<file path="config.mk">
export PLATFORM = sky130hd
export DESIGN_NAME = orws_top
export DESIGN_NICKNAME = d
export VERILOG_FILES = /design/src/orws_pkg.sv /design/src/orws_top.sv /design/src/orws_otp_rom.sv
export SDC_FILE = /design/constraint.sdc
export NUM_CORES = 1
export LEC_CHECK = 0
export ABC_CLOCK_PERIOD_IN_PS = 4950
export BUFFER_PORTS_ARGS = -buffer_cell sky130_fd_sc_hd__buf_2
export CAP_MARGIN = 10
export CORE_MARGIN = 1.5
export CORE_UTILIZATION = 55
export DETAILED_ROUTE_END_ITERATION = 10
export GPL_TIMING_DRIVEN = 0
export PLACE_DENSITY = 0.73
export RECOVER_POWER = 25
export SLEW_MARGIN = 0
export SYNTH_ARGS = -nofsm -noshare
export SYNTH_HDL_FRONTEND = slang
export SYNTH_SLANG_ARGS = --single-unit
</file>
<file path="constraint.sdc">
create_clock -name I_CLK -period 4.95 [get_ports I_CLK]
set_input_delay 0.99 -clock I_CLK [delete_from_list [all_inputs] [get_ports I_CLK]]
set_output_delay 0.99 -clock I_CLK [all_outputs]
set_load 0.03 [all_outputs]
</file>
<file path="src/orws_pkg.sv">
/*
  Package for the OTP range window select block: register offsets,
  field positions, range and status codes, and the load timing.
  Assumes a single 20 MHz system clock domain.
*/
package orws_pkg;

  // ----------------------------------------------------------------
  // Register map
  // ----------------------------------------------------------------
  localparam logic [7:0] OFS_LOAD_SELECT   = 8'h14;
  localparam logic [7:0] OFS_ACTIVE_STATUS = 8'h15;
  localparam logic [3:0] WIN_BASE_NIB_LO   = 4'hA;  // A0h..FFh window

  // ----------------------------------------------------------------
  // Field layout and reset values
  // ----------------------------------------------------------------
  localparam int         FLD_CODE_MSB   = 7;
  localparam int         FLD_CODE_LSB   = 4;
  localparam logic [3:0] RST_CODE       = 4'hE;   // Reads back as E0h
  localparam logic [3:0] CODE_BUSY      = 4'h0;
  localparam logic [3:0] CODE_OVERWRITE = 4'h1;
  localparam logic [3:0] CODE_FIRST_OK  = 4'hA;

  // ----------------------------------------------------------------
  // Timing
  // ----------------------------------------------------------------
  localparam int CLK_FREQ_HZ     = 20_000_000;
  localparam int HOST_WAIT_NS    = 50_000;
  // Copy is one word per cycle plus two cycles of overhead
  localparam int WINDOW_WORDS    = 16;
  localparam int LOAD_CYCLES     = WINDOW_WORDS + 2;
  localparam int HOST_WAIT_CYC   = (HOST_WAIT_NS / 1000) * (CLK_FREQ_HZ / 1_000_000);

  typedef enum logic [1:0]
  {
    ST_IDLE = 2'b00,
    ST_COPY = 2'b01
  } orws_state_type;

endpackage

</file>
<file path="src/orws_top.sv">
/*
  OTP range window select: one 16-entry shared register block that
  mirrors one 16-address OTP range chosen by a load-select register,
  plus a read-only active-range status register.
  Assumes a serial engine (SPI or I2C) on the same clock presents
  one-cycle write and read strobes with an 8-bit address, and that the
  init lock and the error-detection checker sit outside.
  // Operation
  // - Sixteen shared registers show one range
  // - Codes Ah..Fh map A0h..FFh ranges
  // - Status reports currently loaded range code
  // - Status zero while copy is running
  // - Status one after host overwrites window
  // - Window read decodes low nibble only
  // - No mismatch flag beyond status read
  // - After init lock, writes are ignored
  // - Both registers feed error detection
  // - Select RW, status RO on both interfaces
  // - Writes to new region move base, keep data
*/
`timescale 1ns/1ns
`default_nettype none

module orws_top
  import orws_pkg::*;
(
  input  wire logic       I_CLK,
  input  wire logic       I_RESET,
  input  wire logic       I_WR_STB,
  input  wire logic       I_RD_STB,
  input  wire logic [7:0] I_ADDR,
  input  wire logic [7:0] I_WDATA,
  input  wire logic       I_INIT_DONE_LOCK,
  output var  logic [7:0] O_RDATA,
  output var  logic       O_RVALID,
  output var  logic [7:0] O_LOAD_SELECT_REG,
  output var  logic [7:0] O_ACTIVE_STATUS_REG
);

  // ----------------------------------------------------------------
  // Declarations
  // ----------------------------------------------------------------
  orws_state_type state_r;
  logic [3:0]     load_code_r;
  logic [3:0]     active_code_r;
  logic [3:0]     copy_code_r;
  logic [4:0]     copy_cnt_r;
  logic [3:0]     base_r;
  logic [7:0]     window_r [WINDOW_WORDS];
  logic [6:0]     rom_addr;
  logic [7:0]     rom_data;
  logic           wr_ok;
  logic           wr_sel;
  logic           wr_win;
  logic           win_hit;
  logic           valid_code;
  logic [3:0]     wr_code;

  // ----------------------------------------------------------------
  // Decode
  // ----------------------------------------------------------------
  // Lock blocks every write here; soft reset bits live elsewhere
  assign wr_ok      = I_WR_STB && !I_INIT_DONE_LOCK;
  assign wr_sel     = wr_ok && (I_ADDR == OFS_LOAD_SELECT);
  assign win_hit    = I_ADDR[7:4] >= WIN_BASE_NIB_LO;
  assign wr_win     = wr_ok && win_hit;
  assign wr_code    = I_WDATA[FLD_CODE_MSB:FLD_CODE_LSB];
  // Only Ah..Fh start a copy; reserved codes are stored, nothing loads
  assign valid_code = wr_code >= CODE_FIRST_OK;

  // ----------------------------------------------------------------
  // OTP read port
  // ----------------------------------------------------------------
  // Range code Ah..Fh selects 16-byte slice (code - Ah) of the array
  assign rom_addr = {3'(copy_code_r - CODE_FIRST_OK), copy_cnt_r[3:0]};

  orws_otp_rom #(
    .DEPTH (96)
  ) u_rom (
    .i_clk  (I_CLK),
    .i_addr (rom_addr),
    .o_data (rom_data)
  );

  // ----------------------------------------------------------------
  // Load-select register
  // ----------------------------------------------------------------
  always_ff @(posedge I_CLK)
  begin
    if (I_RESET)
      load_code_r <= RST_CODE;
    else if (wr_sel)
      load_code_r <= wr_code;
  end

  // ----------------------------------------------------------------
  // Copy sequencer and active status
  // ----------------------------------------------------------------
  // Copy runs 18 cycles, far inside the host's 1000-cycle wait
  always_ff @(posedge I_CLK)
  begin
    if (I_RESET)
    begin
      state_r       <= ST_IDLE;
      copy_cnt_r    <= 5'h0_0;
      copy_code_r   <= RST_CODE;
      active_code_r <= RST_CODE;
    end
    else
    begin
      unique case (state_r)
        ST_IDLE:
        begin
          if (wr_sel && valid_code)
          begin
            state_r       <= ST_COPY;
            copy_cnt_r    <= 5'h0_0;
            copy_code_r   <= wr_code;
            active_code_r <= CODE_BUSY;
          end
          else if (wr_win)
            active_code_r <= CODE_OVERWRITE;
        end
        ST_COPY:
        begin
          copy_cnt_r <= copy_cnt_r + 5'h0_1;
          if (copy_cnt_r == 5'(LOAD_CYCLES - 1))
          begin
            state_r       <= ST_IDLE;
            active_code_r <= copy_code_r;
          end
        end
      endcase
    end
  end

  // ----------------------------------------------------------------
  // Shared window and base
  // ----------------------------------------------------------------
  // Host write to another range moves the base but keeps other words
  always_ff @(posedge I_CLK)
  begin
    if (I_RESET)
      base_r <= RST_CODE;
    else if (state_r == ST_IDLE && wr_sel && valid_code)
      base_r <= wr_code;
    else if (state_r == ST_IDLE && wr_win)
      base_r <= I_ADDR[7:4];
  end

  // One word per cycle, lagging the address by the ROM latency
  generate
    for (genvar g = 0; g < WINDOW_WORDS; g++)
    begin : g_win
      always_ff @(posedge I_CLK)
      begin
        if (I_RESET)
          window_r[g] <= 8'h00;
        // Data at count n belongs to word n-1; count 16 wraps to word 15
        else if (state_r == ST_COPY && copy_cnt_r >= 5'h0_1
                 && copy_cnt_r[3:0] - 4'h1 == 4'(g)
                 && copy_cnt_r <= 5'(WINDOW_WORDS))
          window_r[g] <= rom_data;
        else if (state_r == ST_IDLE && wr_win && I_ADDR[3:0] == 4'(g))
          window_r[g] <= I_WDATA;
      end
    end
  endgenerate

  // ----------------------------------------------------------------
  // Read path
  // ----------------------------------------------------------------
  // No check of upper nibble against base; status read is the only check
  always_ff @(posedge I_CLK)
  begin
    if (I_RESET)
    begin
      O_RDATA  <= 8'h00;
      O_RVALID <= 1'b0;
    end
    else
    begin
      O_RVALID <= I_RD_STB;
      if (I_RD_STB)
      begin
        if (I_ADDR == OFS_LOAD_SELECT)
          O_RDATA <= {load_code_r, 4'h0};
        else if (I_ADDR == OFS_ACTIVE_STATUS)
          O_RDATA <= {active_code_r, 4'h0};
        else if (win_hit)
          O_RDATA <= window_r[I_ADDR[3:0]];
        else
          O_RDATA <= 8'h00;
      end
    end
  end

  // Mirrors for the outside array error-detection checker
  always_ff @(posedge I_CLK)
  begin
    if (I_RESET)
    begin
      O_LOAD_SELECT_REG   <= {RST_CODE, 4'h0};
      O_ACTIVE_STATUS_REG <= {RST_CODE, 4'h0};
    end
    else
    begin
      O_LOAD_SELECT_REG   <= {load_code_r, 4'h0};
      O_ACTIVE_STATUS_REG <= {active_code_r, 4'h0};
    end
  end
endmodule
`default_nettype wire

</file>
<file path="src/orws_otp_rom.sv">
/*
  OTP array model seen as a read port: 96 bytes covering A0h..FFh,
  one cycle of read latency. Assumes the caller holds the address.
*/
`timescale 1ns/1ns
`default_nettype none

module orws_otp_rom
  import orws_pkg::*;
#(
  parameter int DEPTH = 96
)
(
  input  wire logic       i_clk,
  input  wire logic [6:0] i_addr,
  output var  logic [7:0] o_data
);

  // ----------------------------------------------------------------
  // Storage
  // ----------------------------------------------------------------
  logic [7:0] mem [DEPTH];

  // Content stands in for fuses; a fixed pattern keeps reads traceable
  generate
    for (genvar g = 0; g < DEPTH; g++)
    begin : g_fill
      assign mem[g] = 8'(g) ^ 8'h5A;
    end
  endgenerate

  // Registered read port
  always_ff @(posedge i_clk)
  begin
    o_data <= (i_addr < 7'(DEPTH)) ? mem[i_addr] : 8'h00;
  end

endmodule
`default_nettype wire

</file>
Word level (Yosys, flattened, before mapping)
Memories as Yosys holds them, arrays and structs flattened. A register that Yosys moved wholly into a read port is not among the register bits.
Index checks and enable logic that the tools add are counted.
- bits in registers: 44
- bits in writable memories: 128
- ROM bits: 1024
- input bits: 21
- output and inout port bits: 25
- word-level logic and storage cells: 311
- memories: 2
- memories (name ; depth ; bits a word ; read ports ; clocked after Yosys merged registers in ; write ports ; line ; source):
    (no name shown) ; 128 ; 8 ; 1 ; 1 ; 0 ; orws_otp_rom.sv:35 ; o_data <= (i_addr < 7'(DEPTH)) ? mem[i_addr] : 8'h00;
    window_r ; 16 ; 8 ; 1 ; 0 ; 16 ; orws_top.sv:49 ; logic [7:0] window_r [WINDOW_WORDS];
- add/sub/neg operators: 3
- $lt $le $gt $ge: 5
- equal/unequal tests: 37
- muxes and demuxes: 158
- bitwise logic cells: 33
- reduce and logical (&&, ||, !) cells: 62
- operators by type and width (cell ; number):
    2-to-1 mux 8 bit ; 35
    2-to-1 mux 1 bit ; 114
    == test 4 bit, second input constant ; 16
    logical AND 1 bit ; 54
    == test 4 x 3 -> 1 bit, second input constant ; 8
    OR 1 bit ; 32
    == test 4 x 2 -> 1 bit, second input constant ; 4
    == test 8 x 5 -> 1 bit, second input constant ; 2
    2-to-1 mux 4 bit ; 3
    one-hot mux 5 bit (2 select lines) ; 1
    == test 4 x 1 -> 1 bit, second input constant ; 2
    >= comparator 4 bit, second input constant ; 2
    logical NOT 4 bit ; 2
    NOT 7 -> 8 bit ; 1
    one-hot mux 4 bit (2 select lines) ; 1
    < comparator 7 bit, second input constant ; 1
    AND reduction 2 bit ; 3
    adder 5 x 1 -> 5 bit, second input constant ; 1
    == test 5 bit, second input constant ; 1
    >= comparator 5 x 1 -> 1 bit, second input constant ; 1
    less-or-equal comparator 5 bit, second input constant ; 1
    2-to-1 mux 5 bit ; 1
    2-to-1 mux 2 bit ; 2
    inequality test 2 bit, second input constant ; 2
    other kinds (7) ; 8

Longest topological paths before layout
- depth after elaboration: 10
- gate-level depth with buffers: 9
- depth with buffers taken out: 6

Hierarchy
A second synthesis with hierarchy kept.
- cells, all modules: 722
- area total of the unflattened synthesis: 8650.8 µm²
- modules (own cells, without submodules) (module ; times used ; cells an instance ; area each (µm²) ; seq. area each (µm²)):
    orws_top ; 1 ; 706 ; 8459.4 ; 4544.4
    orws_otp_rom ; 1 ; 16 ; 191.4 ; 140.1

Worst setup path before layout
No wires, ideal clock.
- path kind: input port to flip-flop
- start point: input I_RESET
- end point: memory window_r[10][0] (enable)
- setup time: 331 ps
- arrival: 2484 ps
- required time: 4619 ps
- setup slack: 2135 ps
- stages: 5
- path buffers: 4
- cell sequence: buf_2 buf_2 clkbuf_1 clkbuf_1 a221o_1
- RTL lines (what ; line ; source):
    from (decl) ; orws_top.sv:28 ; input wire logic I_RESET,
    to (decl) ; orws_top.sv:49 ;

==> metrics.log <==
[metrics] share of cells above drive strength 1: 0.162
[metrics] startpoint of the most critical register-to-register path: copy_cnt_r[1]
[metrics] Yosys Warn Count: 0
[metrics] First-pass DRT Iterations: 6
[metrics] number of max-slew violations in the final report: 0
[metrics] sequential group share of total power: 0.521
[metrics] Final min period: ~3700 ps
[metrics] number of DRC markers after the initial detailed-route iteration: between 700 and 800
[metrics] post-detailed-route via-to-cell ratio: between 6 and 7
[metrics] CTS tree: done
[metrics] Antenna Violating Nets Remaining: 0
[metrics] HP Start: copy_code_r[1]
[metrics] WHS Path Cells: 1
[metrics] pin count of the biggest net entering global routing: 17
[metrics] FILL cells: around 1100
[metrics] Core Footprint: between 15000 and 20000 µm²
[metrics] post-synthesis sequential area ratio: 0.542
[metrics] reg-to-reg setup timing slack: around 1500 ps
[metrics] Slowest Stage Delay on Critical Path: 640 ps
[metrics] post-synthesis xor/xnor area fraction: 0.00101
[metrics] last weighted congestion value of the routability-driven placer: slightly above 0.9
[metrics] DRC: 0
[metrics] count of input and output buffers: 28
[metrics] Yosys cell types: 65
[metrics] clock latency at the later pin of the worst-skew pair: 430 ps
[metrics] setup TNS: 0 ps
[metrics] main combinational cell family by area after synthesis: compound AO/OA/AOI/OAI gates
[metrics] Synth area leaders: sky130_fd_sc_hd__edfxtp_1, sky130_fd_sc_hd__dfxtp_1, sky130_fd_sc_hd__a22o_1
[metrics] buffer levels on the longest clock path: 2
[metrics] crit path launch type: input port
[metrics] most frequent cell on the critical path: sky130_fd_sc_hd__clkbuf_1
[metrics] die height: between 100 and 150 µm
[metrics] half-perimeter wire length after placement: about 17000 µm
[metrics] routed wire length: approximately 23000 µm
[metrics] number of global-route vias before repair: approximately 5700
[metrics] Fmax achieved: about 0.27 GHz
[metrics] initial cell density of the core: 0.566
[metrics] Area Overhead vs Synth: 10.5%
[metrics] number of enable flip-flop cells after synthesis: 128
[metrics] Final setup violation count: 0
[metrics] clock sinks: 170
[metrics] worst setup slack before clock tree synthesis: approximately 1400 ps
[metrics] fraction of the mapped netlist area in simple logic gates: 0.106
[metrics] internal power: roughly 0.0024 W
[metrics] terminating pin of the worst hold path: u_rom.o_data[5]
[metrics] final setup slack of the worst path: 1280 ps
[metrics] Overall Power: 0.00304 W
[metrics] CP required: between 5000 and 6000 ps
[metrics] portion of total power attributed to the clock network: 0.406
[metrics] proportion of total power due to net switching: 0.226
[metrics] cells traversed along the worst timing path: buf_2 > clkbuf_1 > clkbuf_1 > clkbuf_1 > clkbuf_1 > a221o_1
[metrics] area share of the largest cell type after synthesis: 0.445
[metrics] H-Tree Level Count: 4
[metrics] Worst Reg2Reg Path Length in Cells: 8
[metrics] type of the worst setup path: in -> reg
[metrics] final worst-path cycle share: 0.742
[metrics] hold violation count in the final report: 0
[metrics] gr usage total: 0.281
[metrics] adder and majority gate portion of the synthesized area: 0.0101
[metrics] first-pass GRT wire length: ~34000 µm
[metrics] cell family with most CP delay: buffers and inverters
[metrics] proportion of register bits with asynchronous set or reset after synthesis: 0
[metrics] placed cell area: about 9000 µm²
[metrics] CTS buffer count: 17
[metrics] count of antenna diodes in the layout: 0
[metrics] worst-path cell with the longest stage delay: sky130_fd_sc_hd__clkbuf_1
[metrics] Hold Path Class: reg -> reg
[metrics] sum of buffers and inverters on the critical path: 5
[metrics] portion of total power attributed to combinational logic: 0.073
[metrics] most frequently used flop master after synthesis: sky130_fd_sc_hd__edfxtp_1
[metrics] Std-Cell Rows: 45
[metrics] count of mapped cells out of synthesis: around 640
[metrics] worst-case clock skew: around 8.6 ps
[metrics] multiplexer fraction of the synthesized cell area: 0.0845
[metrics] number of I/O pins: 46
[metrics] total overflow reported by the global router: 0
[metrics] CP endpoint kind: flop
[metrics] area of the multi-input gates: 3550 µm²
[metrics] register bit total from synthesis: between 150 and 200
[metrics] Die Width: approximately 130 µm
[metrics] peak ir drop on the vdd network: ~0.25 mV
[metrics] complex-gate fraction of the synthesized area: 0.210
[metrics] final design instance area without fill: approximately 9500 µm²
[metrics] number of buffers inserted by post-CTS setup repair: 0
[metrics] data arrival time at the worst-slack endpoint: about 3700 ps
[metrics] Avg WL per Cell: approximately 25 µm
[metrics] register clock-pin slew on the reported worst setup and hold paths: 60 ps
[metrics] die footprint: between 15000 and 20000 µm²
[metrics] Hold Buf Count CTS: 0
[metrics] number of resized instances in the post-cts repair step: 0
[metrics] run status: finished, final reports clean
[metrics] combined area of all synthesized cells: a little under 9000 µm²
[metrics] final core occ: 0.626
[metrics] root cell of the clock tree: sky130_fd_sc_hd__clkbuf_16
[metrics] average cell area after synthesis: around 14 µm²
[metrics] final-stage net count: between 700 and 800
[metrics] detailed-route via count: 6166
[metrics] Crit Path Max Fanout: 10
[metrics] LEAKAGE: approximately 3.3 nW
[metrics] MaxCap Viol Count: 0
[metrics] number of antenna violations at the first check in global routing: 0
[metrics] sequential cell area: around 4700 µm²
[metrics] worst slew pin tran: between 1000 and 1500 ps
[metrics] worst reg2reg endpoint: window_r[5][1]
[metrics] total power divided by cell area: 318 nW/µm²
[metrics] headroom to the max-slew limit: 0.132
[metrics] cell type with the highest aggregate area in the netlist: sky130_fd_sc_hd__edfxtp_1
[metrics] RSZ-0062 raised after global routing: false
[metrics] reported net switching power: ~0.0007 W
## worst max path at each step
| stage | slack [ps] | from | cells past startpoint | end |
|---|---|---|---|---|
| finish | 1280 | I_RESET | 6 | window_r[3][1] |
| global route | 1130 | I_RESET | 6 | window_r[15][0] |
| CTS | 1870 | copy_cnt_r[1] | 6 | window_r[3][3] |
| detailed placement | 1420 | I_RESET | 6 | window_r[3][0] |
| global placement | 1500 | I_RESET | 6 | window_r[3][0] |
| floorplan | 2130 | I_RESET | 5 | window_r[10][0] |
## stage by stage
| step | hold WS, ps | std cells |
|---|---|---|
| 3_3_place_gp | 411 | 882 |
| 4_1_cts | 421 | 914 |
| 6_report | 417 | 914 |
| 2_1_floorplan | 392 | 643 |
| 3_5_place_dp | 412 | 882 |
| 5_1_grt | 429 | 914 |
## area by class of cell
class	instances	share of cell area
Sequential cell	170	0.491
Buffer	72	0.0366
Tap cell	211	0.0276
Clock buffer	25	0.0532
Inverter	10	0.00432
Clock inverter	7	0.00393
Timing Repair Buffer	28	0.0123
Multi-Input combinational cell	391	0.371
## kinds of logic after synthesis
family / count (synthesis)
adder cells (fa/ha/maj): 7
multiplexers: 33
flip-flops: 170
XOR/XNOR: 1
other: 1
buffers and inverters: 82
AND/OR/NAND/NOR: 145
AO/OA/AOI/OAI: 197
## metal layers
metal / routed length (µm) / global-route usage / vias up / share of wire
met5: 0 / 0.0206 / - / 0
met4: 374 / 0.0707 / 0 / 0.016
met2: 11000 / 0.450 / 358 / 0.48
li1: - / - / 2693 / -
met3: 2100 / 0.0624 / 36 / 0.092
met1: 9350 / 0.393 / 3079 / 0.41
## flip-flops by register name (all words and copies together) (netlist names)
signal               flops
u_rom.o_data             7
load_code_r              4
O_RDATA                  8
active_code_r            4
copy_code_r              4
copy_cnt_r               5
O_ACTIVE_STATUS_REG      4
O_LOAD_SELECT_REG        4
state_r                  1
O_RVALID                 1
window_r               128
## cell usage after synthesis (5+ instances only)
cell / number
sky130_fd_sc_hd__a211o_1: 7
sky130_fd_sc_hd__a21oi_1: 6
sky130_fd_sc_hd__a221o_1: 14
sky130_fd_sc_hd__a22o_1: 96
sky130_fd_sc_hd__a22oi_1: 9
sky130_fd_sc_hd__a32o_1: 28
sky130_fd_sc_hd__and2_1: 23
sky130_fd_sc_hd__buf_1: 13
sky130_fd_sc_hd__buf_2: 7
sky130_fd_sc_hd__buf_4: 8
sky130_fd_sc_hd__clkbuf_1: 39
sky130_fd_sc_hd__dfxtp_1: 42
sky130_fd_sc_hd__edfxtp_1: 128
sky130_fd_sc_hd__ha_1: 7
sky130_fd_sc_hd__inv_1: 6
sky130_fd_sc_hd__mux4_2: 32
sky130_fd_sc_hd__nand2_1: 15
sky130_fd_sc_hd__nand2b_1: 9
sky130_fd_sc_hd__nand3_1: 8
sky130_fd_sc_hd__nor2_1: 32
sky130_fd_sc_hd__nor2b_1: 10
sky130_fd_sc_hd__nor3_1: 6
sky130_fd_sc_hd__nor4_4: 6
sky130_fd_sc_hd__o211ai_1: 6
sky130_fd_sc_hd__or2_2: 5
## cell usage in the layout, fill, tap and decap left out, drive strengths merged, types with 8 or more instances in the layout
master  instances
edfxtp        128
a22o           96
clkbuf         87
dfxtp          42
buf            38
nor2           35
mux4           32
a32o           28
and2           24
nand2          15
a221o          14
nor2b          10
nand2b          9
a22oi           9
inv             9
or2             9
nand3           8
a211o           8
clkinv          8
conb            8
nor3            8
## power groups by stage
stage	Clock [W]	Combinational, W	Sequential, W
after detailed placement	0	0.000220	0.00161
after floorplan	0	0.000144	0.00162
after CTS	0.00123	0.000221	0.00158
after global placement	0	0.000216	0.00161
after global routing	0.00128	0.000233	0.00159
final	0.00123	0.000223	0.00158
Note: power is estimated with default switching activity, not from simulation.
